File: config.mk
export PLATFORM = sky130hd
export DESIGN_NAME = crp_charge_threshold_flag_a_ctrl
export DESIGN_NICKNAME = d
export VERILOG_FILES = /design/src/shared/crp_pkg.sv /design/src/crp_charge_threshold_flag_a_ctrl.sv
export VERILOG_INCLUDE_DIRS = /design/src /design/src/shared
export SDC_FILE = /design/constraint.sdc
export NUM_CORES = 1
export LEC_CHECK = 0
export BUFFER_PORTS_ARGS = -buffer_cell sky130_fd_sc_hd__clkbuf_2
export CAP_MARGIN = 20
export CORE_ASPECT_RATIO = 0.8
export CORE_MARGIN = 5
export CORE_UTILIZATION = 45
export DETAILED_ROUTE_END_ITERATION = 10
export PLACE_DENSITY = 0.73
export SYNTH_ARGS = -nofsm -noshare
export SYNTH_HDL_FRONTEND = slang
export SYNTH_SLANG_ARGS = --single-unit
File: constraint.sdc
create_clock -name clk -period 3.6 [get_ports clk]
set_input_delay 0 -clock clk [delete_from_list [all_inputs] [get_ports clk]]
set_output_delay 0 -clock clk [all_outputs]
set_load 0.02 [all_outputs]
File: src/shared/crp_params.svh
`ifndef CRP_PARAMS_SVH
`define CRP_PARAMS_SVH

// Register byte offsets
`define CRP_OFS_CTRL 8'h00
`define CRP_OFS_THRESH 8'h04
`define CRP_OFS_ACCUM 8'h08
`define CRP_OFS_STATUS 8'h0C
`define CRP_AW 8

// Control fields
`define CRP_CTRL_EN 0
`define CRP_CTRL_BEH_LO 1
`define CRP_CTRL_BEH_HI 2
`define CRP_CTRL_LATCHCFG 3
`define CRP_CTRL_SMBUS 4
`define CRP_CTRL_RST 8
`define CRP_CTRL_ERRCLR 9

// Status fields
`define CRP_STAT_FLAG 0
`define CRP_STAT_ALERT 1
`define CRP_STAT_ERR 2
`define CRP_STAT_LATCH 3
`define CRP_STAT_ST_LO 4
`define CRP_STAT_ST_HI 6
`define CRP_STAT_SLEEP 7

// Reset values
`define CRP_EN_RST 1'h0
`define CRP_BEH_RST 2'h1
`define CRP_LATCHCFG_RST 1'h0
`define CRP_SMBUS_RST 1'h1
`define CRP_ACC_W 16
`define CRP_THRESH_RST 32'hFFFF_FFFF

`endif

File: src/shared/crp_pkg.sv
package crp_pkg;

  // Behavior codes
  typedef enum logic [1:0] {
    BEH_REPORT = 2'h0,
    BEH_REP_DISC = 2'h1,
    BEH_DISC_SLEEP = 2'h2,
    BEH_IGNORE = 2'h3
  } crp_beh_t;

  // Policy sequencer, Gray along the action path
  typedef enum logic [2:0] {
    ST_RUN = 3'h0,
    ST_ALRT = 3'h1,
    ST_PROF = 3'h3,
    ST_OPEN = 3'h2,
    ST_SLP = 3'h6,
    ST_HOLD = 3'h7,
    ST_EVAL = 3'h5
  } crp_state_t;

  // Mode pins
  typedef struct packed {
    logic mode_sel_a;
    logic mode_sel_b;
    logic emulation_enable;
    logic attach_gate_sel;
    logic port_power_enable;
  } crp_pins_t;

  // Actions a behavior imposes once the threshold is reached
  typedef struct packed {
    logic alert;
    logic prof;
    logic sw;
    logic sleep;
  } crp_tgt_t;

  function automatic crp_tgt_t crp_tgt_of(crp_beh_t b);
    crp_tgt_t t;
    t = '0;
    case (b)
      BEH_REPORT: t.alert = 1'b1;
      BEH_REP_DISC: t = '{alert: 1'b1, prof: 1'b1, sw: 1'b1, sleep: 1'b0};
      BEH_DISC_SLEEP: t = '{alert: 1'b0, prof: 1'b1, sw: 1'b1, sleep: 1'b1};
      default: t = '0;
    endcase
    return t;
  endfunction : crp_tgt_of

endpackage : crp_pkg

File: src/crp_charge_threshold_flag_a_ctrl.sv
// Contract
// Accumulate and compare only while enabled and in Active; port runs normally till then.
// Removal or attach events never clear accumulation or threshold flag.
// Removal then attach before threshold restarts emulation, total keeps counting.
// Writing a new behavior leaves the accumulated charge untouched.
// Behavior change before threshold takes effect silently, governs later action.
// Behavior change after threshold is applied at once per old-to-new transition.
// Ignore to report asserts alert; to report-disconnect also removes profile, opens switch.
// Ignore to disconnect-sleep removes profile, opens switch, sleeps, no alert.
// Report to ignore releases alert; to report-disconnect opens the switch.
// Report to disconnect-sleep: release alert, remove profile, open switch, sleep.
// Report-disconnect leaving: ignore releases and re-checks, report re-checks, sleep sleeps.
// Leaving disconnect-sleep re-checks pins; report alerts; report-disconnect keeps switches open.
// Re-check restarts emulation only if pins changed and enable emulation.
// Disable before threshold stops rationing and clears accumulated charge.
// Disable after threshold clears flag and re-checks mode pins.
// Alert released on disable only when no other alert source remains.
// Host should toggle port power enable after such a disable.
// Threshold_flag_a reset zeroes accumulation; before threshold counting continues from zero.
// Latched or auto-recovery faults; config bit when SMBus used, else latch pin.
// Six fault sources all handled by the selected fault mechanism.
// Threshold action by code: 00 alert, 01 alert+remove+open, 10 sleep path, 11 none.
// Reset after threshold clears flag, releases alert, re-checks pins if disconnected.
// In disconnect-sleep monitoring stops and pin changes are ignored.
// Flag sets in the cycle the total reaches threshold, held until reset/disable.
// Applied behavior and flag are registered to decode transitions.
`include "crp_params.svh"

module crp_charge_threshold_flag_a_ctrl import crp_pkg::*; #(
  parameter int ACC_W = `CRP_ACC_W,
  parameter int STEP_W = 8
) (
  // Clock and reset
  input logic clk,
  input logic rst_n,
  // APB slave
  input logic psel,
  input logic penable,
  input logic pwrite,
  input logic [31:0] paddr,
  input logic [31:0] pwdata,
  output logic pready,
  output logic [31:0] prdata,
  output logic pslverr,
  // Mode pins and fault pins, asynchronous
  input crp_pins_t mode_pins,
  input logic latch_pin,
  input logic [5:0] fault_pins,
  // Core logic, same clock
  input logic active_state,
  input logic charge_valid,
  input logic [STEP_W-1:0] charge_step,
  input logic removal_evt,
  input logic attach_evt,
  input logic other_alert,
  // Policy outputs
  output logic alert_n,
  output logic profile_remove,
  output logic port_sw_open,
  output logic bypass_sw_block,
  output logic sleep_req,
  output logic monitor_stop,
  output logic mode_reeval,
  output logic emul_restart,
  output logic fault_err,
  output logic fault_latch_mode
);

  if (ACC_W < 8 || ACC_W > 32 || STEP_W < 1 || STEP_W >= ACC_W) begin : g_bad_param
    $error("crp_charge_threshold_flag_a_ctrl: unsupported ACC_W or STEP_W");
  end

  localparam int SW = $bits(crp_pins_t) + 7;

  // Input synchronisers
  logic [SW-1:0] sync1_q;
  logic [SW-1:0] sync2_q;
  crp_pins_t pins;
  logic latch_pin_s;
  logic [5:0] faults;

  always_ff @(posedge clk or negedge rst_n) begin
    if (!rst_n) begin
      sync1_q <= '0;
      sync2_q <= '0;
    end else begin
      sync1_q <= {mode_pins, latch_pin, fault_pins};
      sync2_q <= sync1_q;
    end
  end

  assign pins = crp_pins_t'(sync2_q[SW-1:7]);
  assign latch_pin_s = sync2_q[6];
  assign faults = sync2_q[5:0];

  // APB handshake
  logic pready_q;
  logic pslverr_q;
  logic [31:0] prdata_q;
  logic acc_ph;
  logic wr;
  logic wr_ctrl;
  logic [`CRP_AW-1:0] addr;

  assign acc_ph = psel && penable && pready_q;
  assign wr = acc_ph && pwrite;
  assign addr = paddr[`CRP_AW-1:0];
  assign wr_ctrl = wr && (addr == `CRP_OFS_CTRL);

  // Control registers
  logic en_q;
  crp_beh_t beh_cfg_q;
  logic lcfg_q;
  logic smb_q;
  logic [ACC_W-1:0] thr_q;
  logic rst_pls;
  logic en_fall;
  logic err_clr;

  assign rst_pls = wr_ctrl && pwdata[`CRP_CTRL_RST];
  assign en_fall = wr_ctrl && !pwdata[`CRP_CTRL_EN] && en_q;
  assign err_clr = wr_ctrl && pwdata[`CRP_CTRL_ERRCLR];

  always_ff @(posedge clk or negedge rst_n) begin
    if (!rst_n) begin
      en_q <= `CRP_EN_RST;
      beh_cfg_q <= crp_beh_t'(`CRP_BEH_RST);
      lcfg_q <= `CRP_LATCHCFG_RST;
      smb_q <= `CRP_SMBUS_RST;
      thr_q <= ACC_W'(`CRP_THRESH_RST);
    end else if (wr_ctrl) begin
      en_q <= pwdata[`CRP_CTRL_EN];
      beh_cfg_q <= crp_beh_t'(pwdata[`CRP_CTRL_BEH_HI:`CRP_CTRL_BEH_LO]);
      lcfg_q <= pwdata[`CRP_CTRL_LATCHCFG];
      smb_q <= pwdata[`CRP_CTRL_SMBUS];
    end else if (wr && addr == `CRP_OFS_THRESH) begin
      thr_q <= pwdata[ACC_W-1:0];
    end
  end

  // Accumulator and threshold flag
  logic [ACC_W-1:0] acc_q;
  logic [ACC_W-1:0] acc_d;
  logic [ACC_W:0] acc_sum;
  logic acc_en, flag_q, flag_set, flag_clr;
  crp_state_t st_q;

  assign acc_en = en_q && active_state && charge_valid;
  assign acc_sum = {1'b0, acc_q} + (ACC_W+1)'(charge_step);

  always_comb begin
    acc_d = acc_q;
    if (rst_pls || (en_fall && !flag_q)) begin
      acc_d = '0; // see
    end else if (acc_en) begin
      acc_d = acc_sum[ACC_W] ? '1 : acc_sum[ACC_W-1:0];
    end
  end

  // Removal and attach do not touch the total
  always_ff @(posedge clk or negedge rst_n) begin
    if (!rst_n) begin
      acc_q <= '0;
    end else begin
      acc_q <= acc_d; // see
    end
  end

  assign flag_set = en_q && active_state && !flag_q && st_q == ST_RUN && !rst_pls
                    && !en_fall && acc_d >= thr_q; // see
  assign flag_clr = flag_q && (rst_pls || en_fall);

  always_ff @(posedge clk or negedge rst_n) begin
    if (!rst_n) begin
      flag_q <= 1'b0;
    end else if (flag_set) begin
      flag_q <= 1'b1;
    end else if (flag_clr) begin
      flag_q <= 1'b0; // see
    end
  end

  // Policy sequencer
  crp_beh_t beh_q;
  crp_tgt_t tgt_q;
  logic alert_q, prof_q, sw_q, sleep_q, rel_q, rel_now;
  crp_pins_t snap_q;
  logic changed;

  assign changed = flag_q && st_q == ST_HOLD && beh_cfg_q != beh_q;
  assign rel_now = rel_q || (sleep_q && !tgt_q.sleep) || !en_q;

  always_ff @(posedge clk or negedge rst_n) begin
    if (!rst_n) begin
      st_q <= ST_RUN;
      beh_q <= crp_beh_t'(`CRP_BEH_RST);
      tgt_q <= '0;
      alert_q <= 1'b0;
      prof_q <= 1'b0;
      sw_q <= 1'b0;
      sleep_q <= 1'b0;
      rel_q <= 1'b0;
    end else if (flag_clr && st_q != ST_RUN) begin
      tgt_q <= '0; // see see
      st_q <= ST_ALRT;
    end else begin
      case (st_q)
        ST_RUN: begin
          beh_q <= beh_cfg_q;
          if (flag_set) begin
            tgt_q <= crp_tgt_of(beh_cfg_q);
            st_q <= ST_ALRT;
          end
        end
        ST_HOLD: begin
          if (changed) begin
            beh_q <= beh_cfg_q;
            tgt_q <= crp_tgt_of(beh_cfg_q);
            st_q <= ST_ALRT;
          end
        end
        ST_ALRT: begin
          alert_q <= tgt_q.alert; // see see
          rel_q <= 1'b0;
          st_q <= ST_PROF;
        end
        ST_PROF: begin
          prof_q <= tgt_q.prof; // see
          rel_q <= rel_q || (prof_q && !tgt_q.prof);
          st_q <= ST_OPEN;
        end
        ST_OPEN: begin
          sw_q <= tgt_q.sw; // see
          rel_q <= rel_q || (sw_q && !tgt_q.sw);
          st_q <= ST_SLP;
        end
        ST_SLP: begin
          sleep_q <= tgt_q.sleep; // see
          st_q <= rel_now ? ST_EVAL : (flag_q ? ST_HOLD : ST_RUN); // see
        end
        ST_EVAL: begin
          st_q <= flag_q ? ST_HOLD : ST_RUN;
        end
        default: st_q <= ST_RUN;
      endcase
    end
  end

  // Pin snapshot, frozen while parked in sleep
  always_ff @(posedge clk or negedge rst_n) begin
    if (!rst_n) begin
      snap_q <= '0;
    end else if (flag_set || st_q == ST_EVAL) begin
      snap_q <= pins;
    end
  end

  // Removal then attach tracking
  logic rem_seen_q;

  always_ff @(posedge clk or negedge rst_n) begin
    if (!rst_n) begin
      rem_seen_q <= 1'b0;
    end else if (removal_evt) begin
      rem_seen_q <= 1'b1;
    end else if (attach_evt) begin
      rem_seen_q <= 1'b0;
    end
  end

  // Fault handling
  logic latch_mode;
  logic err_q;
  logic ppe_prev_q;

  assign latch_mode = smb_q ? lcfg_q : latch_pin_s;

  always_ff @(posedge clk or negedge rst_n) begin
    if (!rst_n) begin
      err_q <= 1'b0;
      ppe_prev_q <= 1'b0;
    end else begin
      ppe_prev_q <= pins.port_power_enable;
      if (|faults) begin
        err_q <= 1'b1;
      end else if (!latch_mode || err_clr || (ppe_prev_q && !pins.port_power_enable)) begin
        err_q <= 1'b0;
      end
    end
  end

  // Registered outputs
  logic alert_n_q, mode_reeval_q, emul_restart_q, monitor_stop_q, latch_mode_q;

  always_ff @(posedge clk or negedge rst_n) begin
    if (!rst_n) begin
      alert_n_q <= 1'b1;
      mode_reeval_q <= 1'b0;
      emul_restart_q <= 1'b0;
      monitor_stop_q <= 1'b0;
      latch_mode_q <= 1'b0;
    end else begin
      alert_n_q <= !(alert_q || err_q || other_alert);
      mode_reeval_q <= st_q == ST_EVAL; // see
      emul_restart_q <= (st_q == ST_EVAL && pins != snap_q && pins.emulation_enable)
                        || (attach_evt && rem_seen_q && en_q && !flag_q); // see
      monitor_stop_q <= sleep_q;
      latch_mode_q <= latch_mode;
    end
  end

  // APB answer: one wait cycle, unmapped reads zero with error
  always_ff @(posedge clk or negedge rst_n) begin
    if (!rst_n) begin
      pready_q <= 1'b0;
      pslverr_q <= 1'b0;
      prdata_q <= 32'h0000_0000;
    end else begin
      pready_q <= psel && penable && !pready_q;
      pslverr_q <= 1'b0;
      prdata_q <= 32'h0000_0000;
      if (psel && penable && !pready_q) begin
        if (addr == `CRP_OFS_CTRL) begin
          prdata_q[`CRP_CTRL_EN] <= en_q;
          prdata_q[`CRP_CTRL_BEH_HI:`CRP_CTRL_BEH_LO] <= beh_cfg_q;
          prdata_q[`CRP_CTRL_LATCHCFG] <= lcfg_q;
          prdata_q[`CRP_CTRL_SMBUS] <= smb_q;
        end else if (addr == `CRP_OFS_THRESH) begin
          prdata_q[ACC_W-1:0] <= thr_q;
        end else if (addr == `CRP_OFS_ACCUM) begin
          prdata_q[ACC_W-1:0] <= acc_q;
        end else if (addr == `CRP_OFS_STATUS) begin
          prdata_q[`CRP_STAT_FLAG] <= flag_q;
          prdata_q[`CRP_STAT_ALERT] <= alert_q;
          prdata_q[`CRP_STAT_ERR] <= err_q;
          prdata_q[`CRP_STAT_LATCH] <= latch_mode;
          prdata_q[`CRP_STAT_ST_HI:`CRP_STAT_ST_LO] <= st_q;
          prdata_q[`CRP_STAT_SLEEP] <= sleep_q;
        end else begin
          pslverr_q <= 1'b1;
        end
      end
    end
  end

  assign pready = pready_q;
  assign prdata = prdata_q;
  assign pslverr = pslverr_q;
  assign alert_n = alert_n_q;
  assign profile_remove = prof_q;
  assign port_sw_open = sw_q;
  assign bypass_sw_block = sw_q;
  assign sleep_req = sleep_q;
  assign monitor_stop = monitor_stop_q;
  assign mode_reeval = mode_reeval_q;
  assign emul_restart = emul_restart_q;
  assign fault_err = err_q;
  assign fault_latch_mode = latch_mode_q;
endmodule : crp_charge_threshold_flag_a_ctrl

Yosys cells after proc, flatten, opt, wreduce, memory -nomap -nowiden
Cells that the tools add are included.
Word-level totals
  bits in registers: 107
  output and inout port bits: 44
  word-level logic and storage cells: 169
Operators by class
  equal/unequal tests: 16
  add/subtract/negate cells: 1
  bitwise logic cells: 2
  reductions and logical operators: 76
  $lt $le $gt $ge: 1
  multiplexer cells: 37
Operator list (number)
  $mux W16: 5
  $logic_and A1 B1 Y1: 31
  $mux W8: 3
  $pmux W3 S7: 1
  $add A16 B8 Y17: 1
  $eq A8 B4 Y1 const B: 2
  $ge A16 B16 Y1: 1
  $mux W3: 5
  $reduce_and A2 Y1: 7
  $mux W1: 13
  $logic_not A1 Y1: 12
  $logic_or A1 B1 Y1: 12
  $mux W4: 3
  $mux W11: 1
  $eq A3 B3 Y1 const B: 3
  $reduce_bool A3 Y1: 3
  $eq A8 B3 Y1 const B: 1
  $logic_not A8 Y1: 1
  $pmux W4 S2: 1
  $reduce_bool A2 Y1: 4
  $eq A3 B2 Y1 const B: 2
  $ne A3 B2 Y1 const B: 2
  $pmux W3 S2: 1
  $reduce_and A3 Y1: 2
  15 further kinds: 16

Longest topological paths before layout
  depth after elaboration: 14
  mapped depth: 15
  depth with buffers taken out: 15

Least setup slack after synthesis
OpenSTA, ideal clock, no wires.
  kind: register to register
  start: register acc_q[0]
  end: register snap_q[0] (netlist bit)
  library setup time: 0.125 ns
  period minus slack after synthesis: 3.702 ns
  stages on the path, launching flop included: 15
  path buffers: 0
  path slack: -0.102 ns
  data arrival time: 3.578 ns
  cells stage by stage: dfrtp_1 > ha_1 > fa_1 > a211o_1 > o211ai_1 > a31o_2 > o21ai_2 > o221a_2 > ha_1 > nand2_1 > nor3_1 > a21oi_1 > o41ai_2 > a31oi_4 > mux2_2
Between the ends
  longest elaborated chain between the ends: 7
RTL lines
  start, declared: RTL line crp_charge_threshold_flag_a_ctrl.sv:142  | logic [ACC_W-1:0] acc_q;
  start signal, assigned: RTL line crp_charge_threshold_flag_a_ctrl.sv:163  | acc_q <= '0;
  start signal, assigned: RTL line crp_charge_threshold_flag_a_ctrl.sv:165  | acc_q <= acc_d;
  $add A16 B8 Y17: RTL line crp_charge_threshold_flag_a_ctrl.sv:149  | assign acc_sum = {1'b0, acc_q} + (ACC_W+1)'(charge_step);
  $mux W16: RTL line crp_charge_threshold_flag_a_ctrl.sv:156  | acc_d = acc_sum[ACC_W] ? '1 : acc_sum[ACC_W-1:0];
  $mux W16: RTL line crp_charge_threshold_flag_a_ctrl.sv:155  | end else if (acc_en) begin
  $mux W16: RTL line crp_charge_threshold_flag_a_ctrl.sv:153  | if (rst_pls || (en_fall && !flag_q)) begin
  named net acc_d[7]: RTL line crp_charge_threshold_flag_a_ctrl.sv:143  | logic [ACC_W-1:0] acc_d;
  $ge A16 B16 Y1: RTL line crp_charge_threshold_flag_a_ctrl.sv:170  | && !en_fall && acc_d >= thr_q;
  $logic_and A1 B1 Y1: RTL line crp_charge_threshold_flag_a_ctrl.sv:170
  $logic_or A1 B1 Y1: RTL line crp_charge_threshold_flag_a_ctrl.sv:253  | end else if (flag_set || st_q == ST_EVAL) begin
  end signal, assigned: RTL line crp_charge_threshold_flag_a_ctrl.sv:254  | snap_q <= pins;
  end, declared: RTL line crp_charge_threshold_flag_a_ctrl.sv:187  | crp_pins_t snap_q;
The timed path passes the listed nets, and every way through them passes these cells.
A chain may end at the register's enable or synchronous reset.

Worst setup path after layout
  start: register acc_q[0]
  end: register snap_q[1] (netlist bit)
The elaborated chain is that of the path after synthesis.

==> results.toml <==
[run_status]
status = "finished, violations left"
violations = "negative setup slack"

[pwr]
clock_power_share_pct = 40.2
ir_worst_vdd_uv = 253
leakage_nw = 3.32
finalPower_mw = 2.43
powerDensity_nw_per_um2 = 341
p_int_mw = 1.81
pwr-share-seq_pct = 50.3
swShare_pct = 25.3
p_sw_uw = 615
combPwrFrac_pct = 9.5

[yosys]
synthMostInstantiatedCell = "dfrtp_1"
synthFlopType = "dfrtp_1"
synthArstFlopShare_pct = 100
synth_top_area_cell = "dfrtp_1"
syn_inst = 457
ys_top_cells_by_count = "dfrtp_1, nor2_1, mux2_2"
yosysSeqAreaShare_pct = 51.1
synth.avg_cell_area_um2 = 11.5
synth.distinct_cells = 61
synthTopCellsByArea = "dfrtp_1, dfstp_2, ha_1"
ys_ff_latch = 106
synth_top_area_share_pct = 41.1
yosys_warnings = 0
netlist_area_um2 = 5240
synth_enable_flop_cells = 0

[clocking]
cts_buffers = 9
clk_pin_slew_ns = 0.07
clk_path_buf_depth = 2
htree_levels = 3
insertion_delay_ns = 0.35
cts_sinks = 106
ctsRootBufferMaster = "clkbuf_16"
cts_tree = "yes"

[timing]
finalSetupTns_ns = -1.43
setup_viol = 8
fin_ws_ns = -0.224
hold_viol = 0
fin_worst_skew_ns = 0.00748
fin_crit_sh_pct = 106
fmax_mhz = 261
finalCriticalPeriod_ns = 3.82
worstMarginPinSlew_ns = 0.910
slew_headroom_pct = 39.3
rsz0062_at_grt = "true"
slew_viol_final = 0

[cells_and_area]
diodes = 0
final_net_count = 747
syn2layout_area_growth_pct = 35.8
stdcell_count = 778
nFillCells = 878
final_util_pct = 62.0
drive_gt1_share_pct = 42.9

[setup_path]
crit_type = "register to register"
start_kind = "register"
required_ns = 3.85
cp-end-kind = "register"
crit_fanout = 5
worstPathArrival_ns = 4.07

[drt]
wl_met1_mm = 5.84
firstDrtPassIters = 5
vias = 4184
vias_per_cell = 5.38
wl_met3_um = 892
drtIter0Drc = 285
routed_wl_mm = 13.4
dr.max_layer_used = "met4"
wl_met2_mm = 6.28
drc = 0
wire_per_inst_um = 17.2
drtAntennaViolNets = 0

[hold_path]
hp-class = "input port to register"

[floorplanning]
start_util_pct = 45.7
die_x_um = 131
die_h_um = 107
rows = 35
core_um2 = 11500
pin_count = 138
die_area_um2 = 13900

[run]
maxCapViolCount = 0

[placement]
dp_hpwl_mm = 9.27
routabilityCongestion = 0.910
place_inst = 713
post-place-ws_ns = -0.487
portBuffers = 81

[global_route]
grt_max_degree = 75
grt_overflow = 0
antenna_found_initial = 0
grt_pass1_vias = 4305
grt_usage_pct = 19.7
grt_pass1_wl_mm = 21.4
[power groups by stage]
| stage | Clock [mW] | Sequential [mW] | Combinational [mW] |
|---|---|---|---|
| after floorplan | 0 | 1.24 | 0.0958 |
| after CTS | 0.989 | 1.22 | 0.225 |
| after global placement | 0 | 1.24 | 0.174 |
| after detailed placement | 0 | 1.24 | 0.179 |
| final | 0.974 | 1.22 | 0.231 |
| after global routing | 1.05 | 1.22 | 0.255 |
[cells in the final DEF, fill, tap and decap left out, drive strengths merged, types with 3 or more instances in the layout]
cell,instances
xor2,6
nor2,30
a22oi,9
nor4,4
dfrtp,86
nor2b,10
a311oi,3
o21a,3
ha,27
and2,5
a21o,4
dfstp,20
nor4b,3
and3,5
conb,16
mux4,5
buf,58
or2,5
o221a,9
xnor2,6
o21ai,13
nand2b,11
mux2,29
nor3,8
a21oi,24
a31oi,6
a211oi,6
nand3,8
inv,27
clkinv,3
nand4,4
nand2,26
dlygate4sd3,36
a32o,3
clkbuf,89
[critical path: stages (launching register included)]
cell	delay (ns)
dfrtp_1	0.41
ha_4	0.18
fa_2	0.34
a211o_1	0.27
o211ai_1	0.17
a311oi_2	0.20
buf_4	0.20
nand2_1	0.09
a31oi_1	0.07
a211oi_2	0.30
ha_1	0.29
nand2_2	0.09
nor2_1	0.05
a21oi_2	0.17
o41ai_4	0.14
a31oi_4	0.36
mux2_2	0.37
[logic make-up (layout without fill, tap and decap cells)]
group                      Yosys count  after routing  share of synthesized area [%]
AOI/OAI and AO/OA                   98             98                           13.8
xor gates and xnor gates            12             12                           2.01
adders and majority gates           28             28                           6.83
buffers and inverters               56            214                           5.44
DFF                                106            106                           51.1
muxes                               34             34                           8.38
other                                1             16                         0.0716
and+or+nand+nor                    122            122                           12.3
[timing repair]
item | 4_1_cts | 5_1_grt
endpoints found under the hold margin | 91 | 0
setup endpoints to repair | 10 | 10
pin swaps | 24 | 11
gates resized for setup | 39 | 19
setup buffers | 5 | 8
hold buffers | 36 | 0
[final cells by class]
type,instances,area (um^2),area share (%)
sequential,106,2680,37.6
inverter,24,90.1,1.27
timing repair buffer,174,1210,17.1
clock inverter,7,71.3,1.00
tap,148,185,2.60
multi-input combinational,310,2650,37.3
clock buffer,9,225,3.16
[per-stage QoR]
stage               instance area (um^2)  hold WS (ns)
global placement                    6050         0.108
detailed placement                  6050         0.110
CTS                                 6950         0.102
global route                        7120         0.110
floorplan                           5320        -0.296
finish                              7120         0.113
[final timing paths]
path | slack [ns] | endpoint | startpoint | depth (start not counted)
worst max register to register | -0.22 | snap_q[1] | acc_q[0] | 16
worst max-delay path | -0.22 | snap_q[1] | acc_q[0] | 16
max in group asynchronous | 2.43 | thr_q[0] | rst_n | 3
worst min-delay path | 0.11 | acc_q[0] | charge_step[0] | 3
worst min register to register | 0.35 | sync2_q[8] | sync1_q[8] | 0
min in group asynchronous | 0.30 | prdata[12] | rst_n | 2
[routing by layer]
layer / up-vias / global-route usage (%)
li1: 1957 / -
met1: 2031 / 26.1
met2: 157 / 31.1
met3: 39 / 5.42
met4: 0 / 7.20
met5: - / 0
[flip-flops by register name, summed over array words and instances (netlist names), 2 cells and up]
register   flops
acc_q         16
prdata        16
thr_q         16
sync1_q       12
sync2_q       12
snap_q         5
st_q           3
tgt_q          3
beh_cfg_q      2
beh_q          2
Power figures use the tool's default switching activity.
